**src/core/irq_dispatch_map.svh**
```systemverilog
// constants for the two-level interrupt dispatcher
`ifndef IRQ_DISPATCH_MAP_SVH
`define IRQ_DISPATCH_MAP_SVH

`define IRQ_SRC_COUNT       17
`define IRQ_IDX_W           5
`define IRQ_ENABLE_ADDR     8'hA8
`define IRQ_ENABLE_RESET    8'h00
`define IRQ_GLOBAL_BIT      7
`define IRQ_LOCAL_EN_W      7
`define IRQ_RESET_VECTOR    16'h0000
`define IRQ_VECTOR_BASE     16'h0003
`define IRQ_VECTOR_SHIFT    3
`define IRQ_HW_CLEAR_MASK   17'h0000F
`define IRQ_DETECT_CYCLES   1
`define IRQ_CALL_CYCLES     5
`define IRQ_CALL_CNT_W      3

`endif

```
**src/core/irq_dispatch_pkg.sv**
```systemverilog
// types for the two-level interrupt dispatcher
package irq_dispatch_pkg;
    typedef enum logic [1:0] {
        DISPATCH_IDLE,
        DISPATCH_CALL
    } dispatch_state_e;

    typedef logic [4:0] src_idx_t;
    typedef logic [15:0] code_addr_t;
endpackage : irq_dispatch_pkg

```
**src/core/two_level_interrupt_dispatch.sv**
```systemverilog
// interrupt dispatcher: sampling, two-level priority, vectored call and enable register
`timescale 1ns/1ns
`default_nettype none
`include "irq_dispatch_map.svh"

// Functional notes
// - sample and resolve requests every clock
// - best case: detect one, call five clocks
// - after return, one instruction before call
// - worst case twenty clocks, no competing service
// - equal or lower priority waits for return
// - core stall defers the dispatch
// - vectors from 0x0003, eight bytes apart
// - clear external and timer0/1 flags on call
// - enable register: global bit 7, seven locals
// - high preempts low, high never preempted
// - flag still set after return re-requests
module two_level_interrupt_dispatch
    import irq_dispatch_pkg::*;
#(
    parameter int SRC_N = `IRQ_SRC_COUNT,
    parameter int IDX_W = `IRQ_IDX_W
) (
    input  wire logic                                clk,
    input  wire logic                                rstn,
    input  wire logic [SRC_N-1:0]                    pendingIn,
    input  wire logic [SRC_N-1:0]                    srcPriorityHigh,
    input  wire logic [SRC_N-1:`IRQ_LOCAL_EN_W]      extraEnable,
    input  wire logic                                instrDone,
    input  wire logic                                retiDone,
    input  wire logic                                coreStall,
    input  wire logic [7:0]                          sfrAddr,
    input  wire logic                                sfrWrite,
    input  wire logic [7:0]                          sfrWrData,
    output logic [7:0]                               sfrRdData,
    output logic [SRC_N-1:0]                         hwClearPending,
    output logic                                     callStart,
    output logic                                     callActive,
    output irq_dispatch_pkg::code_addr_t             callVector,
    output irq_dispatch_pkg::src_idx_t               callSource,
    output logic                                     highInService,
    output logic                                     lowInService
);
    import irq_dispatch_pkg::*;

    ////////////////////////////////////////////////////////////////////////////
    // reset release
    logic rstMeta;
    logic rstSync;

    always_ff @(posedge clk or negedge rstn) begin
        if (!rstn) begin
            rstMeta <= 1'b0;
            rstSync <= 1'b0;
        end else begin
            rstMeta <= 1'b1;
            rstSync <= rstMeta;
        end
    end

    ////////////////////////////////////////////////////////////////////////////
    // enable register
    logic [7:0] enableReg;
    logic [7:0] next_enableReg;
    logic [7:0] next_sfrRdData;

    always_comb begin
        next_enableReg = enableReg;
        if (sfrWrite && sfrAddr == `IRQ_ENABLE_ADDR) begin
            next_enableReg = sfrWrData;
        end
        next_sfrRdData = (sfrAddr == `IRQ_ENABLE_ADDR) ? enableReg : 8'h00;
    end

    always_ff @(posedge clk or negedge rstSync) begin
        if (!rstSync) begin
            enableReg <= `IRQ_ENABLE_RESET;
            sfrRdData <= 8'h00;
        end else begin
            enableReg <= next_enableReg;
            sfrRdData <= next_sfrRdData;
        end
    end

    ////////////////////////////////////////////////////////////////////////////
    // request sampling and priority decode
    logic [SRC_N-1:0] localEnable;
    logic [SRC_N-1:0] effReq;
    logic [SRC_N-1:0] highReq;
    logic [SRC_N-1:0] lowReq;
    logic [SRC_N-1:0] candReq;
    logic             highAllowed;
    logic             lowAllowed;
    logic             pickFound;
    logic [IDX_W-1:0] pickIdx;

    assign localEnable = {extraEnable, enableReg[`IRQ_LOCAL_EN_W-1:0]};
    // global bit off overrides every local mask
    assign effReq      = enableReg[`IRQ_GLOBAL_BIT] ? (pendingIn & localEnable) : '0;
    assign highReq     = effReq & srcPriorityHigh;
    assign lowReq      = effReq & ~srcPriorityHigh;
    assign highAllowed = !highInService;
    assign lowAllowed  = !highInService && !lowInService;
    always_comb begin
        candReq = '0;
        if (highAllowed && |highReq) begin
            candReq = highReq;
        end else if (lowAllowed) begin
            candReq = lowReq;
        end
    end

    irq_priority_pick #(
        .N (SRC_N),
        .W (IDX_W)
    ) i_irq_priority_pick (
        .req   (candReq),
        .found (pickFound),
        .idx   (pickIdx)
    );

    // detection stage: one registered clock, refreshed every cycle
    logic             reqValid;
    logic [IDX_W-1:0] reqIdx;
    logic             reqHigh;

    always_ff @(posedge clk or negedge rstSync) begin
        if (!rstSync) begin
            reqValid <= 1'b0;
            reqIdx   <= '0;
            reqHigh  <= 1'b0;
        end else begin
            reqValid <= pickFound;
            reqIdx   <= pickIdx;
            reqHigh  <= |(highReq & candReq);
        end
    end

    ////////////////////////////////////////////////////////////////////////////
    // vectored call sequencing and in-service levels
    dispatch_state_e                 state;
    dispatch_state_e                 next_state;
    logic [`IRQ_CALL_CNT_W-1:0]      callCnt;
    logic [`IRQ_CALL_CNT_W-1:0]      next_callCnt;
    logic                            next_high;
    logic                            next_low;
    code_addr_t                      next_vector;
    src_idx_t                        next_source;
    logic [SRC_N-1:0]                next_clear;
    logic                            takeReq;

    // a request stays up to the instruction boundary; stalls hold it off
    // the return's own boundary never calls, so at least one more instruction runs
    assign takeReq   = state == DISPATCH_IDLE && reqValid && instrDone && !coreStall
                       && !retiDone;
    assign callStart = takeReq;
    assign callActive = state == DISPATCH_CALL;

    always_comb begin
        next_state   = state;
        next_callCnt = callCnt;
        next_high    = highInService;
        next_low     = lowInService;
        next_vector  = callVector;
        next_source  = callSource;
        next_clear   = '0;
        // return pops the level; a still-set flag re-requests on the next sample
        if (retiDone) begin
            if (highInService) begin
                next_high = 1'b0;
            end else begin
                next_low = 1'b0;
            end
        end
        case (state)
            DISPATCH_IDLE: begin
                if (takeReq) begin
                    next_state   = DISPATCH_CALL;
                    next_callCnt = '0;
                    next_vector  = `IRQ_VECTOR_BASE
                                   + (16'(reqIdx) << `IRQ_VECTOR_SHIFT);
                    next_source  = reqIdx;
                    next_clear   = `IRQ_HW_CLEAR_MASK & (SRC_N'(1) << reqIdx);
                    if (reqHigh) begin
                        next_high = 1'b1;
                    end else begin
                        next_low = 1'b1;
                    end
                end
            end
            DISPATCH_CALL: begin
                if (callCnt == `IRQ_CALL_CYCLES - 1) begin
                    next_state = DISPATCH_IDLE;
                end else begin
                    next_callCnt = callCnt + 1'b1;
                end
            end
            default: begin
                next_state = DISPATCH_IDLE;
            end
        endcase
    end

    assign hwClearPending = next_clear;

    always_ff @(posedge clk or negedge rstSync) begin
        if (!rstSync) begin
            state         <= DISPATCH_IDLE;
            callCnt       <= '0;
            highInService <= 1'b0;
            lowInService  <= 1'b0;
            callVector    <= `IRQ_RESET_VECTOR;
            callSource    <= '0;
        end else begin
            state         <= next_state;
            callCnt       <= next_callCnt;
            highInService <= next_high;
            lowInService  <= next_low;
            callVector    <= next_vector;
            callSource    <= next_source;
        end
    end

    ////////////////////////////////////////////////////////////////////////////
    // checks
    call_length_a: assert property (@(posedge clk) disable iff (!rstSync)
        callStart |=> callActive [*5] ##1 !callActive)
        else $error("vectored call did not last five clocks");

    stall_defer_a: assert property (@(posedge clk) disable iff (!rstSync)
        coreStall |-> !callStart)
        else $error("call started during core stall");

    hw_clear_a: assert property (@(posedge clk) disable iff (!rstSync)
        callStart |-> hwClearPending == (17'h0000F & (17'h1 << reqIdx)))
        else $error("wrong hardware flag clear on call");

    global_off_a: assert property (@(posedge clk) disable iff (!rstSync)
        !enableReg[7] |=> !reqValid)
        else $error("request seen with global enable off");

    high_nopreempt_a: assert property (@(posedge clk) disable iff (!rstSync)
        highInService && !retiDone |-> !callStart)
        else $error("high-level service preempted");

    equal_wait_a: assert property (@(posedge clk) disable iff (!rstSync)
        lowInService && callStart |-> reqHigh)
        else $error("equal level request preempted low service");

    return_from_service_hold_a: assert property (@(posedge clk) disable iff (!rstSync)
        retiDone |-> !callStart)
        else $error("call made without one instruction after return");

    vector_value_a: assert property (@(posedge clk) disable iff (!rstSync)
        callStart |=> callVector == 16'h0003 + {$past(reqIdx), 3'b000})
        else $error("vector address mismatch");

    resample_a: assert property (@(posedge clk) disable iff (!rstSync)
        |candReq |=> reqValid && reqIdx == $past(pickIdx))
        else $error("request not sampled next clock");

    tie_order_a: assert property (@(posedge clk) disable iff (!rstSync)
        |candReq |-> (candReq & ((17'h1 << pickIdx) - 17'h1)) == 17'h0)
        else $error("tie not won by lowest order");

    best_case_c: cover property (@(posedge clk) disable iff (!rstSync)
        !reqValid ##1 callStart);
    preempt_c: cover property (@(posedge clk) disable iff (!rstSync)
        lowInService && callStart);
    return_from_service_again_c: cover property (@(posedge clk) disable iff (!rstSync)
        retiDone ##[1:10] callStart);
endmodule // two_level_interrupt_dispatch
`default_nettype wire

```
**src/core/irq_priority_pick.sv**
```systemverilog
// fixed-order pick of the lowest-numbered active request
`timescale 1ns/1ns
`default_nettype none
module irq_priority_pick #(
    parameter int N = 17,
    parameter int W = 5
) (
    input  wire logic [N-1:0] req,
    output logic              found,
    output logic [W-1:0]      idx
);
    logic [N:0] below;

    assign below[0] = 1'b0;
    assign found    = below[N];

    // chain of "some lower source already wins"
    genvar i;
    generate
        for (i = 0; i < N; i++) begin : g_chain
            assign below[i+1] = below[i] | req[i];
        end
    endgenerate

    always_comb begin
        idx = '0;
        for (int k = N - 1; k >= 0; k--) begin
            if (req[k]) begin
                idx = W'(k);
            end
        end
    end
endmodule // irq_priority_pick
`default_nettype wire

```
**config.mk**
```make
export PLATFORM = sky130hd
export DESIGN_NAME = two_level_interrupt_dispatch
export DESIGN_NICKNAME = d
export VERILOG_FILES = /design/src/core/irq_dispatch_pkg.sv /design/src/core/two_level_interrupt_dispatch.sv /design/src/core/irq_priority_pick.sv
export VERILOG_INCLUDE_DIRS = /design/src /design/src/core
export SDC_FILE = /design/constraint.sdc
export NUM_CORES = 1
export LEC_CHECK = 0
export BUFFER_PORTS_ARGS = -buffer_cell sky130_fd_sc_hd__buf_2
export CORE_MARGIN = 5
export CORE_UTILIZATION = 43
export DETAILED_ROUTE_END_ITERATION = 16
export MAX_ROUTING_LAYER = met4
export PLACE_DENSITY_LB_ADDON = 0.2
export SYNTH_ARGS = -nofsm -noshare
export SYNTH_HDL_FRONTEND = slang
export SYNTH_SLANG_ARGS = --single-unit
```
**constraint.sdc**
```tcl
create_clock -name clk -period 1.9 [get_ports clk]
set_clock_uncertainty 0.15 [all_clocks]
set_input_delay 0.285 -clock clk [delete_from_list [all_inputs] [get_ports clk]]
set_output_delay 0.285 -clock clk [all_outputs]
set_load 0.005 [all_outputs]
```
==> flow_summary.ini, run 1 <==
[die]
io_pins = 116
start_util_pct = 43.6
die_x_um = 86.8
fp.dieH_um = 86.8
die_area_um2 = 7530
rows = 28
core-area_um2 = 5820

[setup_path]
required_ns = 1.92
worst-path-max-fanout = 5
criticalPathCategory = flop to flop
cp-start-kind = flop
cp-startpoint = enableReg[6]
r2r-start = enableReg[6]
reg2reg_slack_ns = -0.73
critical_path_arrival_ns = 2.65
worstSetupEndpointType = flop

[cells_and_area]
fin_nets = 527
seqCellArea_um2 = 927
utilization_pct = 67.8
area.growth.synth_to_final_pct = 55.6
multiInputGateArea_um2 = 1530
n_antenna_cell = 0
drive_above_1_share_pct = 53.8
finish.instance_area_um2 = 3940
num-fill-cells = 478
final_cells = 534

[synth]
synth_area_leaders = dfrtp_1 37%, buf_4 8.3%, nand2_1 5.8%
synthDistinctLibCells = 62
synth-edff-count = 0
async_flop_share_pct = 100
yosys.area.top_type_share_pct = 36.5
yosys_warnings = 0
yosysTopAreaCell = dfrtp_1
synth_area_um2 = 2530
synth_seq_cells = 37
ys_seq_area_share_pct = 36.5
syn_avg_cell_area_um2 = 9.15
ys.flop_type = dfrtp_1
syn_inst = 277

[sta]
period_needed_ns = 2.63
holdWs_ns = 0.0701
setup_viol = 12
timing.fmax_ghz = 0.380
period_share_pct = 138
fin_tns_setup_ns = -4.90
grt_setup_unrepaired = yes
worst_slack_ns = -0.731
final_hold_viol_count = 0
report.final.slew_viol_count = 0

[routing]
wl_per_cell_um = 14.1
ant_nets = 0
dr.pass1.iters = 4
drc = 0
vias = 2622
drt-total-wl_um = 7510
post_drt_via_cell_ratio = 4.91
drt-initial-drc-count = 101

[status]
violations = setup timing
status = finished with violations

[placed_design]
numPlacedInstances = 513
post_dp_cell_area_um2 = 3580
dpl_worst_slack_ns = -0.816
portBuffers = 93
dp_hpwl_um = 5880
gp_congestion = 0.842

[pwr]
p_total_mw = 1.94
switching_share_pct = 28.1
pwr-share-seq_pct = 45.3
cell_internal_pwr_mw = 1.39
p_leak_nw = 2.13
pwr-share-comb_pct = 26.1
switching_power_uw = 544
clock_power_share_pct = 28.6
peakVddDrop_v = 0.000315
p_per_area_nw_per_um2 = 491

[global_route]
grt_pass1_wl_um = 11700
grt-ovfl-total = 0
antenna_found_initial = 0
grt_use_total_pct = 20.3
grt_start_max_net_pins = 36
first_global_vias = 2551

[cts]
root_buffer = clkbuf_8
clockBufferDepth = 2
clkLatencyLatePin_ns = 0.29
htreeDepth = 2
cts_tree = yes
cts_made_buffers = 5
clk_pin_slew_ns = 0.07
clock_sinks = 37

[job]
drv_cap = 0

[min_path]
hold_start = sfrWrData[6]
hold_class = input pin to flop
-- layer usage --
metal / vias to the layer above / wire length, um / GRT usage, %
met3: 9 / 473 / 4.18
met2: 85 / 3960 / 35.0
met1: 1218 / 3010 / 24.5
met4: 0 / 72 / 3.97
met5: - / 0 / -
li1: 1310 / - / -
-- cells in the mapped netlist (2+ instances only) --
master / number
nand3_1: 17
o31ai_1: 2
o211ai_1: 2
and2_1: 8
nand2_1: 39
or3_1: 3
inv_1: 11
a31oi_1: 3
nand2b_1: 3
nand4_1: 9
nor3_1: 5
nand4b_1: 4
mux2i_1: 5
or3b_2: 2
o311a_1: 2
o221ai_1: 2
ha_1: 2
a21oi_1: 4
clkbuf_1: 4
and3_4: 2
nor2_1: 18
dfrtp_1: 37
buf_4: 28
mux2_2: 8
buf_6: 3
o31a_1: 2
conb_1: 2
nor4_1: 2
o31ai_2: 3
or3_2: 2
o21ai_0: 12
-- critical path, cell delays in order (launching register included) --
cell and delay (ns):
dfrtp_1 0.39, and3_4 0.15, o41a_1 0.49, or2_4 0.29, o21ai_4 0.23, o22ai_4 0.12
nor4_4 0.19, nand3_2 0.12, or3b_1 0.38
-- flip-flops by register name, summed over array words and instances, names as in the netlist --
name and flops:
callSource 5, reqHigh 1, state 1, callCnt 3, reqValid 1, reqIdx 5, callVector 1, sfrRdData 8
lowInService 1, rstSync 1, rstMeta 1, highInService 1, enableReg 8
-- power groups by stage --
stage | combinational (mW) | sequential (mW) | clock [mW]
6_report | 0.505 | 0.878 | 0.554
5_1_grt | 0.554 | 0.885 | 0.621
4_1_cts | 0.473 | 0.877 | 0.574
3_5_place_dp | 0.449 | 0.892 | 0
3_3_place_gp | 0.438 | 0.889 | 0
2_1_floorplan | 0.244 | 0.898 | 0
-- cells by family after synthesis --
kind of cell	share of synthesized area, %
other	0.296
muxes	5.53
and+or+nand+nor	30.2
adders and majority gates	0.987
AOI/OAI and AO/OA	13.9
DFF	36.5
buffers and inverters	12.5
-- cell usage in the layout, fill, tap and decap left out, types with 2 or more instances in the layout --
cell and count:
a21oi_1 2, a21oi_2 2, a31oi_1 3, and2_1 8, and3_4 2, buf_2 92
buf_4 85, buf_6 9, clkbuf_8 6, conb_1 23, dfrtp_1 36, ha_1 2
inv_1 11, mux2_2 8, mux2i_1 5, nand2_1 39, nand2_4 2, nand2b_1 2
nand3_1 13, nand3_2 5, nand4_1 9, nand4b_1 4, nor2_1 18, nor3_1 3
nor4_2 2, nor4_4 2, o211ai_1 2, o21ai_0 11, o31a_1 2, o31ai_2 2
o31ai_4 3, or3_1 3, or3b_2 2
-- path summary, 6_finish.rpt --
| kind | end | depth (start not counted) |
|---|---|---|
| setup reg to reg | reqValid | 8 |
| setup / recovery | reqValid | 8 |
| min in group asynchronous | callSource[2] | 1 |
| hold reg to reg | callSource[2] | 1 |
| hold / removal | enableReg[6] | 2 |
| max in group asynchronous | enableReg[7] | 1 |
-- area by class of cell --
type                       count  share of cell area (%)
clock buffer                   6                    2.09
timing repair buffer         189                    31.8
clock inverter                 1                   0.190
multi-input combinational    214                    38.7
inverter                      12                    1.27
tap                           75                    2.38
sequential                    37                    23.5
-- timing repair --
item                                   4_1_cts  5_1_grt
hold buffers                                 1        0
resized for setup                           13       18
endpoints found under the hold margin        2        0
gates cloned                                 1        1
setup endpoints to repair                   12       12
pin swaps                                    8       18
buffers inserted                             5        7
Power figures use the tool's default switching activity.
==> run 2: changes to the inputs <==
--- a/config.mk
+++ b/config.mk
@@ -11,7 +11,7 @@
 export CORE_UTILIZATION = 43
 export DETAILED_ROUTE_END_ITERATION = 16
 export MAX_ROUTING_LAYER = met4
-export PLACE_DENSITY_LB_ADDON = 0.2
+export PLACE_DENSITY_LB_ADDON = 0.25
 export SYNTH_ARGS = -nofsm -noshare
 export SYNTH_HDL_FRONTEND = slang
 export SYNTH_SLANG_ARGS = --single-unit
==> flow_summary.ini, run 2 (synthesized netlist as in run 1, its figures left out) <==
[status]
status = finished with violations
violations = setup timing

[setup_path]
required_ns = 1.91
worst-path-max-fanout = 5
worstPathBufferInverterCount = 0
crit_family = simple AND/OR/NAND/NOR gates
critPathMaxStageDelay_ns = 0.48
cp-start-kind = flop
worstSetupEndpointType = flop
crit_slowest_cell = o41a_1
criticalPathCategory = flop to flop
crit_chain = and3_4 > o41a_1 > or2_4 > o21ai_4 > o22ai_4 > nor4_4 > nand3_2 > or3b_1
critical_path_arrival_ns = 2.58

[pwr]
clock_power_share_pct = 27.0
p_per_area_nw_per_um2 = 488
peakVddDrop_v = 0.000429
pwr-share-comb_pct = 26.6
cell_internal_pwr_mw = 1.36
switching_share_pct = 28.1
switching_power_uw = 532
p_leak_nw = 2.08
pwr-share-seq_pct = 46.3

[cells_and_area]
n_antenna_cell = 0
num-fill-cells = 499
fin_nets = 520
layout_common_cells = 92 x buf_2, 80 x buf_4, 38 x nand2_1, 37 x dfrtp_1, 23 x conb_1
area.growth.synth_to_final_pct = 53.3
final_cells = 527
top_regs = enableReg: 8 flops, sfrRdData: 8 flops
drive_above_1_share_pct = 52.9
seqCellArea_um2 = 926
multiInputGateArea_um2 = 1530
final_common_cell = buf_2
utilization_pct = 66.8

[sta]
timing.fmax_ghz = 0.389
report.final.slew_viol_count = 0
holdWs_ns = 0.0544
period_share_pct = 135
setup_viol = 12
final_hold_viol_count = 0
grt_setup_unrepaired = yes
worst_slack_ns = -0.669
period_needed_ns = 2.57

[routing]
drt-initial-drc-count = 104
drc = 0
vias = 2653
post_drt_via_cell_ratio = 5.03
drt-total-wl_um = 7130
ant_nets = 0
dr.pass1.iters = 4
wl_per_cell_um = 13.5

[global_route]
antenna_found_initial = 0
first_global_vias = 2593
grt_pass1_wl_um = 11300
grt-ovfl-total = 0
grt_start_max_net_pins = 20
grt_use_total_pct = 19.1

[cts]
clk_pin_slew_ns = 0.07
clockBufferDepth = 2
root_buffer = clkbuf_8
htreeDepth = 2
cts_made_buffers = 5
clock_sinks = 37
cts_tree = yes
clkLatencyLatePin_ns = 0.28

[die]
core-area_um2 = 5820
die_area_um2 = 7530
io_pins = 116
rows = 28
start_util_pct = 43.6
die_x_um = 86.8
fp.dieH_um = 86.8

[placed_design]
gp_congestion = 0.876
portBuffers = 93
numPlacedInstances = 510
dp_hpwl_um = 5880

[job]
drv_cap = 0

[min_path]
hold_class = flop to async pin
## run 2: changes by cell type in the layout (fill, tap and decap cells not counted), sizes merged
cell      delta
clkinvlp     -1
clkbuf       -1
nand2        -1
clkinv       +1
buf          -5
## run 2: cell type report
| cell class | instances | share of cell area, % |
|---|---|---|
| well taps | 75 | 2.42 |
| multi-input cells | 213 | 39.4 |
| flip-flops and latches | 37 | 23.8 |
| inverters | 12 | 1.35 |
| repair buffers | 183 | 30.9 |
| clock inverters | 1 | 0.225 |
| clock buffers | 6 | 1.87 |
## run 2: metrics by stage
stage / setup TNS, ns / setup WS (ns) / instance area (um^2) / total power [mW]
floorplan: -3.10 / -0.577 / 2660 / 1.14
global placement: -4.28 / -0.732 / 3560 / 1.32
detailed placement: -4.54 / -0.768 / 3560 / 1.34
CTS: -4.36 / -0.668 / 3780 / 1.89
global route: -5.42 / -0.766 / 3880 / 2.00
finish: -4.37 / -0.669 / 3880 / 1.90
## run 2: final timing paths
| kind | to | startpoint | slack, ns | cells after the start |
|---|---|---|---|---|
| max | reqValid | enableReg[6] | -0.67 | 8 |
| min | sfrRdData[6] | rstSync | 0.05 | 1 |
| max in group asynchronous | callVector[1] | rstSync | 1.33 | 1 |
| max reg2reg | reqValid | enableReg[6] | -0.67 | 8 |
| min reg2reg | sfrRdData[6] | rstSync | 0.05 | 1 |
| min in group clk | enableReg[3] | sfrWrData[3] | 0.08 | 2 |
## run 2: metal layers
layer  share of wire (%)  GRT usage [%]
met1                  39           21.4
met2                  53           34.3
met3                 6.2           4.09
met4                 1.9           5.10
met5                   0              -
## run 2: power by group through the flow
stage | combinational (mW) | clock, mW | sequential, mW
floorplan | 0.244 | 0 | 0.898
global placement | 0.434 | 0 | 0.889
detailed placement | 0.444 | 0 | 0.893
CTS | 0.485 | 0.533 | 0.877
global route | 0.554 | 0.564 | 0.884
finish | 0.505 | 0.513 | 0.879
## run 2: timing repair
action / 4_1_cts / 5_1_grt
hold endpoints to repair: 2 / 0
setup endpoints to repair: 12 / 12
setup buffers: 8 / 3
pin swaps: 12 / 0
gates resized for setup: 15 / 19
gates cloned: 0 / 0
hold buffers: 1 / 0
